===== src/inc/srcp_pkg.sv =====
// Purpose: shared constants for the serial register command port
// Assumes: 24-bit frames, msb first, 16-bit registers
// Notes:   timing counts are in cycles of the 40 MHz system clock
package srcp_pkg;
  localparam int FRAME_BITS     = 24;
  localparam int ADDR_BITS      = 7;
  localparam int DATA_BITS      = 16;
  localparam int PTR_BITS       = 8;
  localparam int DIR_POS        = 23;
  localparam int ADDR_MSB       = 22;
  localparam int ADDR_LSB       = 16;
  localparam int DATA_MSB       = 15;
  localparam int CNT_BITS       = 16;
  localparam logic [7:0] PTR_RST = 8'h00;
  localparam logic DIR_WRITE    = 1'b0;
  localparam logic DIR_READ     = 1'b1;
endpackage : srcp_pkg


===== src/verilog/srcp_port.sv =====
// Purpose: spi target command port giving register read and write access
// Assumes: sclk, cs_b and sdi are slow against clk (>= 4 clk per half period)
// Notes:   all pins sampled by clk; sdo changes after the detected sclk rise
`timescale 1ns/1ps
//////////////////////////////////////////////////////////////////////////////
// Operation
// - one access is a 24-bit frame: direction, seven address, sixteen data bits
// - direction 0 writes the sixteen data bits to the addressed register
// - direction 1 reads the addressed register; data bits are ignored
// - frame bits 22 to 16 hold the register address
// - write data bits 15..0 land unchanged in register bits 15..0
// - read data leaves on sdo in the low sixteen bits of the next frame
// - after a write frame the low sixteen sdo bits are undefined
// - chip select falling starts a frame and clears the edge count
// - chip select rising copies the shifter and commits to the register only after exactly 24 falling edges or in chain mode
// - while chip select is low every sclk keeps shifting sdi in
// - beyond 24 clocks older bits ripple out on sdo to the next device
// - sdo changes on sclk rising, valid at the next falling edge
// - chip select rising stops further shifting and commits the shifter if it holds a 24-edge or chained frame
// - registers are 16 bits; an 8-bit pointer selects them, kept after access
// - sdi captured msb first on sclk falling, only while chip select low
// - chip select high blocks sclk and sdi and floats sdo
module srcp_port
  import srcp_pkg::*;
(
  input  wire logic                       clk,
  input  wire logic                       rst_b,
  input  wire logic                       cs_b,
  input  wire logic                       sclk,
  input  wire logic                       sdi,
  output logic                            sdo_out,
  output logic                            sdo_oe_b,
  output logic                            daisy_mode,
  input  wire logic                       chain_en,
  output logic [srcp_pkg::ADDR_BITS-1:0]  reg_addr,
  output logic [srcp_pkg::DATA_BITS-1:0]  reg_wdata,
  output logic                            reg_wr,
  output logic                            reg_rd,
  input  wire logic [srcp_pkg::DATA_BITS-1:0] reg_rdata,
  output logic [srcp_pkg::PTR_BITS-1:0]   reg_ptr
);
  import srcp_pkg::*;

  //////////////////////////////////////////////////////////////////////////
  typedef struct packed {
    logic [FRAME_BITS-1:0] shift;
    logic [FRAME_BITS-1:0] in_reg;
    logic [CNT_BITS-1:0]   edges;
    logic                  active;
    logic                  sdo;
    logic                  rd_pend;
    logic [ADDR_BITS-1:0]  addr;
    logic [DATA_BITS-1:0]  wdata;
    logic                  wr;
    logic                  rd;
    logic [PTR_BITS-1:0]   ptr;
    logic                  chain;
  } srcp_st_t;

  srcp_st_t st_ff;
  srcp_st_t nxt_st;

  logic cs_lvl, cs_rise, cs_fall;
  logic sclk_lvl, sclk_rise, sclk_fall;
  logic sdi_lvl;

  srcp_sync #(.RST_VAL(1'b1)) u_cs (
    .clk   (clk),
    .rst_b (rst_b),
    .pin   (cs_b),
    .level (cs_lvl),
    .rise  (cs_rise),
    .fall  (cs_fall)
  );

  srcp_sync #(.RST_VAL(1'b0)) u_sclk (
    .clk   (clk),
    .rst_b (rst_b),
    .pin   (sclk),
    .level (sclk_lvl),
    .rise  (sclk_rise),
    .fall  (sclk_fall)
  );

  srcp_sync #(.RST_VAL(1'b0)) u_sdi (
    .clk   (clk),
    .rst_b (rst_b),
    .pin   (sdi),
    .level (sdi_lvl),
    .rise  (),
    .fall  ()
  );

  //////////////////////////////////////////////////////////////////////////
  always_comb begin
    nxt_st    = st_ff;
    nxt_st.wr = 1'b0;
    nxt_st.rd = 1'b0;
    nxt_st.chain = chain_en;
    if (cs_fall) begin
      nxt_st.active = 1'b1;
      nxt_st.edges  = '0;
    end
    if (st_ff.active && !cs_lvl && sclk_fall) begin
      nxt_st.shift = {st_ff.shift[FRAME_BITS-2:0], sdi_lvl};
      if (st_ff.edges != '1) begin
        nxt_st.edges = st_ff.edges + 1'b1;
      end
    end
    if (st_ff.active && !cs_lvl && sclk_rise) begin
      nxt_st.sdo = st_ff.shift[FRAME_BITS-1];
    end
    if (cs_rise && st_ff.active) begin
      nxt_st.active = 1'b0;
      nxt_st.in_reg = st_ff.shift;
      if (st_ff.chain || st_ff.edges == CNT_BITS'(FRAME_BITS)) begin
        nxt_st.addr = st_ff.shift[ADDR_MSB:ADDR_LSB];
        nxt_st.ptr  = {1'b0, st_ff.shift[ADDR_MSB:ADDR_LSB]};
        if (st_ff.shift[DIR_POS] == DIR_WRITE) begin
          nxt_st.wdata   = st_ff.shift[DATA_MSB:0];
          nxt_st.wr      = 1'b1;
          nxt_st.rd_pend = 1'b0;
        end else begin
          nxt_st.rd      = 1'b1;
          nxt_st.rd_pend = 1'b1;
        end
      end
    end
    // read data preloaded for next frame
    // after a write low bits are stale
    if (st_ff.rd) begin
      nxt_st.shift = {8'h00, reg_rdata};
    end
  end

  always_ff @(posedge clk or negedge rst_b) begin
    if (!rst_b) begin
      st_ff <= '{shift: '0, in_reg: '0, edges: '0, active: 1'b0, sdo: 1'b0,
                 rd_pend: 1'b0, addr: '0, wdata: '0, wr: 1'b0, rd: 1'b0,
                 ptr: PTR_RST, chain: 1'b0};
    end else begin
      st_ff <= nxt_st;
    end
  end

  //////////////////////////////////////////////////////////////////////////
  // float sdo while deselected
  assign sdo_oe_b   = cs_lvl | ~st_ff.active;
  assign sdo_out    = st_ff.sdo;
  assign daisy_mode = st_ff.chain;
  assign reg_addr   = st_ff.addr;
  assign reg_wdata  = st_ff.wdata;
  assign reg_wr     = st_ff.wr;
  assign reg_rd     = st_ff.rd;
  assign reg_ptr    = st_ff.ptr;

  //////////////////////////////////////////////////////////////////////////
  a_write_strobe_data: assert property (@(posedge clk) disable iff (!rst_b)
    (cs_rise && st_ff.active && !st_ff.chain && st_ff.edges == CNT_BITS'(FRAME_BITS)
     && st_ff.shift[DIR_POS] == DIR_WRITE)
    |=> (reg_wr && reg_wdata == $past(st_ff.shift[DATA_MSB:0])))
    else $error("write frame did not strobe its data");

  a_read_no_write: assert property (@(posedge clk) disable iff (!rst_b)
    (cs_rise && st_ff.active && st_ff.shift[DIR_POS] == DIR_READ) |=> !reg_wr)
    else $error("read frame produced a write");

  a_addr_field: assert property (@(posedge clk) disable iff (!rst_b)
    (reg_wr || reg_rd) |-> reg_addr == $past(st_ff.shift[ADDR_MSB:ADDR_LSB]))
    else $error("address field mismatch");

  a_read_preload: assert property (@(posedge clk) disable iff (!rst_b)
    reg_rd |=> st_ff.shift[DATA_MSB:0] == $past(reg_rdata))
    else $error("read data not loaded for next frame");

  a_count_reset: assert property (@(posedge clk) disable iff (!rst_b)
    cs_fall |=> st_ff.edges == '0)
    else $error("edge count not cleared at frame start");

  a_bad_count: assert property (@(posedge clk) disable iff (!rst_b)
    (cs_rise && !st_ff.chain && st_ff.edges != CNT_BITS'(FRAME_BITS))
    |=> !(reg_wr || reg_rd))
    else $error("frame with wrong edge count committed");

  a_sdo_float: assert property (@(posedge clk) disable iff (!rst_b)
    cs_lvl |-> sdo_oe_b)
    else $error("sdo driven while deselected");

  a_shift_msb: assert property (@(posedge clk) disable iff (!rst_b)
    (st_ff.active && !cs_lvl && sclk_fall && !st_ff.rd)
    |=> st_ff.shift == {$past(st_ff.shift[FRAME_BITS-2:0]), $past(sdi_lvl)})
    else $error("shift register did not take sdi msb first");

  a_sdo_on_rise: assert property (@(posedge clk) disable iff (!rst_b)
    !sclk_rise |=> $stable(st_ff.sdo))
    else $error("sdo changed outside an sclk rise");

  a_stop_shift: assert property (@(posedge clk) disable iff (!rst_b)
    (cs_rise && st_ff.active) |=> !st_ff.active)
    else $error("shifting continued after chip select rise");

  a_ptr_hold: assert property (@(posedge clk) disable iff (!rst_b)
    !(reg_wr || reg_rd) |-> $stable(reg_ptr))
    else $error("pointer moved without an access");

  //////////////////////////////////////////////////////////////////////////
  // strobes, commit path, edge count, sdo drive and idle behaviour

  a_wr_one_cycle: assert property (@(posedge clk) disable iff (!rst_b)
    reg_wr |=> !reg_wr)
    else $error("write strobe longer than one cycle");

  a_rd_one_cycle: assert property (@(posedge clk) disable iff (!rst_b)
    reg_rd |=> !reg_rd)
    else $error("read strobe longer than one cycle");

  a_strobe_excl: assert property (@(posedge clk) disable iff (!rst_b)
    !(reg_wr && reg_rd))
    else $error("read and write strobes together");

  a_ptr_follows: assert property (@(posedge clk) disable iff (!rst_b)
    (reg_wr || reg_rd) |-> reg_ptr == {1'b0, reg_addr})
    else $error("pointer does not follow the committed address");

  a_idle_shift: assert property (@(posedge clk) disable iff (!rst_b)
    (cs_lvl && !st_ff.rd) |=> $stable(st_ff.shift))
    else $error("shifter moved while deselected");

  a_idle_sdo: assert property (@(posedge clk) disable iff (!rst_b)
    cs_lvl |=> $stable(sdo_out))
    else $error("sdo moved while deselected");

  a_edge_count: assert property (@(posedge clk) disable iff (!rst_b)
    (st_ff.active && !cs_lvl && !cs_fall && sclk_fall && st_ff.edges != '1)
    |=> st_ff.edges == $past(st_ff.edges) + 1)
    else $error("falling edge not counted");

  a_in_reg_copy: assert property (@(posedge clk) disable iff (!rst_b)
    (cs_rise && st_ff.active) |=> st_ff.in_reg == $past(st_ff.shift))
    else $error("input register not loaded at chip select rise");

  a_read_strobe: assert property (@(posedge clk) disable iff (!rst_b)
    (cs_rise && st_ff.active && st_ff.shift[DIR_POS] == DIR_READ
     && (st_ff.chain || st_ff.edges == CNT_BITS'(FRAME_BITS))) |=> reg_rd)
    else $error("good read frame gave no read strobe");

  a_chain_commit: assert property (@(posedge clk) disable iff (!rst_b)
    (cs_rise && st_ff.active && st_ff.chain && st_ff.shift[DIR_POS] == DIR_WRITE)
    |=> reg_wr)
    else $error("chained write frame not committed");

  a_sdo_driven: assert property (@(posedge clk) disable iff (!rst_b)
    (!cs_lvl && st_ff.active) |-> !sdo_oe_b)
    else $error("sdo floating inside a frame");

  a_sdo_msb: assert property (@(posedge clk) disable iff (!rst_b)
    (st_ff.active && !cs_lvl && sclk_rise)
    |=> st_ff.sdo == $past(st_ff.shift[FRAME_BITS-1]))
    else $error("sdo did not take the shifter msb");
endmodule : srcp_port


===== src/verilog/srcp_sync.sv =====
// Purpose: two-flop synchroniser with edge detect on the synchronised value
// Assumes: input is asynchronous to clk
// Notes:   edge detect reads only the second and third flops
`timescale 1ns/1ps
module srcp_sync #(
  parameter logic RST_VAL = 1'b0
) (
  input  wire logic clk,
  input  wire logic rst_b,
  input  wire logic pin,
  output logic      level,
  output logic      rise,
  output logic      fall
);
  typedef struct packed {
    logic meta;
    logic sync;
    logic prev;
  } srcp_sync_st_t;

  srcp_sync_st_t st_ff;
  srcp_sync_st_t nxt_st;

  always_comb begin
    nxt_st      = st_ff;
    nxt_st.meta = pin;
    nxt_st.sync = st_ff.meta;
    nxt_st.prev = st_ff.sync;
  end

  always_ff @(posedge clk or negedge rst_b) begin
    if (!rst_b) begin
      st_ff <= {RST_VAL, RST_VAL, RST_VAL};
    end else begin
      st_ff <= nxt_st;
    end
  end

  assign level = st_ff.sync;
  assign rise  = st_ff.sync & ~st_ff.prev;
  assign fall  = ~st_ff.sync & st_ff.prev;
endmodule : srcp_sync

===== config.mk =====
export PLATFORM = sky130hd
export DESIGN_NAME = srcp_port
export DESIGN_NICKNAME = d
export VERILOG_FILES = /design/src/inc/srcp_pkg.sv /design/src/verilog/srcp_port.sv /design/src/verilog/srcp_sync.sv
export SDC_FILE = /design/constraint.sdc
export NUM_CORES = 1
export LEC_CHECK = 0
export BUFFER_PORTS_ARGS = -buffer_cell sky130_fd_sc_hd__buf_2
export CELL_PAD_IN_SITES_DETAIL_PLACEMENT = 1
export CELL_PAD_IN_SITES_GLOBAL_PLACEMENT = 2
export CORE_MARGIN = 2
export CORE_UTILIZATION = 37
export DETAILED_ROUTE_END_ITERATION = 12
export MAX_ROUTING_LAYER = met4
export PLACE_DENSITY_LB_ADDON = 0.1
export SYNTH_ARGS = -nofsm -noshare
export SYNTH_HDL_FRONTEND = slang
export SYNTH_SLANG_ARGS = --single-unit

===== constraint.sdc =====
create_clock -name clk -period 2.54 [get_ports clk]
set_input_delay 0 -clock clk [delete_from_list [all_inputs] [get_ports clk]]
set_output_delay 0 -clock clk [all_outputs]
set_load 0.01 [all_outputs]

==> impl_results.md <==
* EDFF count, synth at 0
* Most flop-heavy register: st_ff
* Via count at 2454
* Largest net degree at the start of global routing at 77
* Layout cells sized above 1 at a little under a third
* Rows at 36
* Starting Density at between 30% and 40%
* Clk sinks at 76
* DP Wirelength at 4.79 mm
* Design area at ~4200 um2
* Placement Cell Area at 3780 um2
* Main combinational cell family by area after synthesis: simple AND/OR/NAND/NOR gates
* Share of the synthesized area in the top cell type at 50.6%
* Top achievable clock speed at approximately 460 MHz
* Max-Cap Viols at 0
* Highest cell delay on the worst timing path at 0.44 ns
* Max FFs per register at 41
* Synth Area in XOR/XNOR at 0.485%
* Vias in the first global route at around 2.5k
* CTS H-Tree Depth at 3
* Simple-Gate Fraction of Synth Area at approximately 14%
* Vias/cell at 4.88
* Final Skew at approximately 0.011 ns
* Die extent in y at between 100 and 150 um
* Avg WL per Cell at around 15 um
* Drt total wl at approximately 7.5 mm
* HP Class: input pin to flip-flop
* Mux contribution to synthesized area at around an eighth
* TritonCTS clock tree: built
* P&R area growth vs syn at 16.2%
* Post-CTS Setup Bufs at 0
* Most frequent cells after synthesis: dfrtp_1, nand2_1, buf_4
* Max FO, Critical Path at 17
* Tmin final at about 2.2 ns
* Worst EP required at roughly 2.8 ns
* Synth Flop Type: dfrtp_1
* I/O pin count at between 50 and 60
* Ranking of synthesized cells by area: dfrtp_1, buf_4, mux2_2
* Outcome: finished, final reports clean
* Relative slew margins at between 30% and 40%
* Post-synthesis compound-gate area fraction at between 10 and 15%
* CORE AREA at 9640 um2
* Setup slack after placement at 0.366 ns
* Fin crit share at approximately 85%
* GRT Util Overall at between 15 and 20%
* # setup viols final at 0
* Yosys reg bits at 76
* Clk buf depth at 2
* IO Port Bufs at 56
* Num CTS Buffers at 9
* Power Total at between 2 and 3 mW
* Worst reg2reg startpoint: st_ff[37]
* Slowest stage cell on the critical path: dfrtp_1
* CP startpoint: st_ff[37]
* Routed Antenna Nets at 0
* Cell taking the most area after synthesis: dfrtp_1
* Max-slew violation count at 0
* Setup TNS at 0 ns
* Final worst slack at ~0.39 ns
* Worst reg2reg path endpoint: reg_wdata[5]
* Yosys warns at 0
* R2r worst-path depth at 7
* Leak Pwr at 1.79 nW
* Final GP Congestion at 0.804
* Clk_lat worst skew at approximately 0.35 ns
* Initial antenna violation count at 0
* Fin. Hold Viols at 0
* Worst setup SP type: flip-flop
* Fin nets at between 300 and 400
* Initial DRC count at 74
* Hold slack at 0.289 ns
* Net Count, Synth at roughly 340
* Syn_area_per_cell at roughly 11 um2
* Root Buffer: clkbuf_8
* Syn Std Cell Area at ~3600 um2
* Total die area at between 10000 and 15000 um2
* Ys async rst share at between 90% and 100%
* Cell Pwr Density at 681 nW/um2
* WP data arrival at 2.39 ns
* GR Overflow Total at 0
* WS Path Type: flip-flop to flip-flop
* R2R setup slack at 0.39 ns
* Antenna diode count at 0
* Post-synthesis cell type count at 47
* Post-route DRC at 0
* 1st-pass router iterations at 4
* First-pass GRT wire length at about 13 mm
* Area share of fa/ha/maj cells after synthesis at less than 1%
* Most frequent cell after synthesis: dfrtp_1
* Worst ir drop on vdd at between 0.2 and 0.3 mV
* Mapped Cells at between 300 and 400
* Fillers at about 1.1k
* RSZ-0062 raised after global routing: false
* Die X-Extent at 103 um
* CP endpoint kind: flip-flop
* Critical-path cell list: inv_1 -> ha_1 -> nor4b_2 -> a41oi_2 -> nor3_4 -> buf_4 -> mux2_2
* Worst-margin pin slew at just under 1 ns
* CP endpoint: reg_wdata[5]
* Sequential-to-total area share from yosys stat at roughly 53%
* Reg clk slew, reported paths at approximately 0.090 ns
## routing by layer
layer	global-route usage (%)	vias up	part of all wire, %
met3	2.78	12	2.8
met5	-	-	0
li1	-	1190	-
met4	6.07	0	1.6
met1	22.4	1212	49
met2	24.3	40	46
## critical path: cells and delay by family (launching register included)
kind,cells,cell delay (ns)
DFF,1,0.44
and+or+nand+nor,2,0.44
buffers and inverters,2,0.39
muxes,1,0.37
AOI/OAI and AO/OA,1,0.23
adders and majority gates,1,0.16
## area by class of cell
type | instances | area [um2] | area share [%]
multi-input cells | 195 | 1390 | 33.0
repair buffers | 81 | 523 | 12.5
flip-flops and latches | 76 | 1910 | 45.4
clock inverters | 6 | 71.3 | 1.70
clock buffers | 10 | 138 | 3.28
well taps | 133 | 166 | 3.96
inverters | 2 | 7.51 | 0.179
## timing repair
action / in CTS / in global routing
hold buffers: 21 / 0
endpoints found under the setup margin: 0 / 0
resized for setup: 0 / 0
hold endpoints to repair: 93 / 0
## per-stage QoR
step,instances,util (%)
after CTS,503,43.6
final,503,43.6
after floorplan,319,-
after global routing,503,43.6
after global placement,466,39.2
after detailed placement,466,39.2
## kinds of logic after synthesis
family | after synthesis
AOI/OAI and AO/OA | 55
xor gates and xnor gates | 2
adders and majority gates | 2
buffers and inverters | 48
DFF | 76
muxes | 40
other | 1
and+or+nand+nor | 95
## cell usage in the layout, fill, tap and decap left out, types with 9 or more instances in the layout
cell,Yosys,layout
mux2i_1,16,16
dlygate4sd3_1,0,21
nand3_1,9,9
dfrtp_1,73,73
a21oi_1,15,15
o21ai_0,21,21
nand2_1,43,43
buf_2,6,55
mux2_4,9,9
mux2_2,15,15
clkbuf_8,0,10
## where the power goes
| part | total (mW) | internal [mW] | switching, mW |
|---|---|---|---|
| registers | 1.47 | 1.36 | 0.102 |
| clock network | 0.967 | 0.488 | 0.479 |
| logic | 0.428 | 0.220 | 0.208 |
## how the worst min path moves through the flow
stage          slack, ns  startpoint  cells after the start               end
2_1_floorplan      -0.30       rst_b                      0        daisy_mode
3_3_place_gp        0.11    chain_en                      1        daisy_mode
3_5_place_dp        0.11         sdi                      1   u_sdi.nxt_st[1]
4_1_cts             0.27    chain_en                      2        daisy_mode
5_1_grt             0.30    chain_en                      2        daisy_mode
6_report            0.29        sclk                      2  u_sclk.nxt_st[1]
No activity file was read; power rests on OpenSTA's default activity.
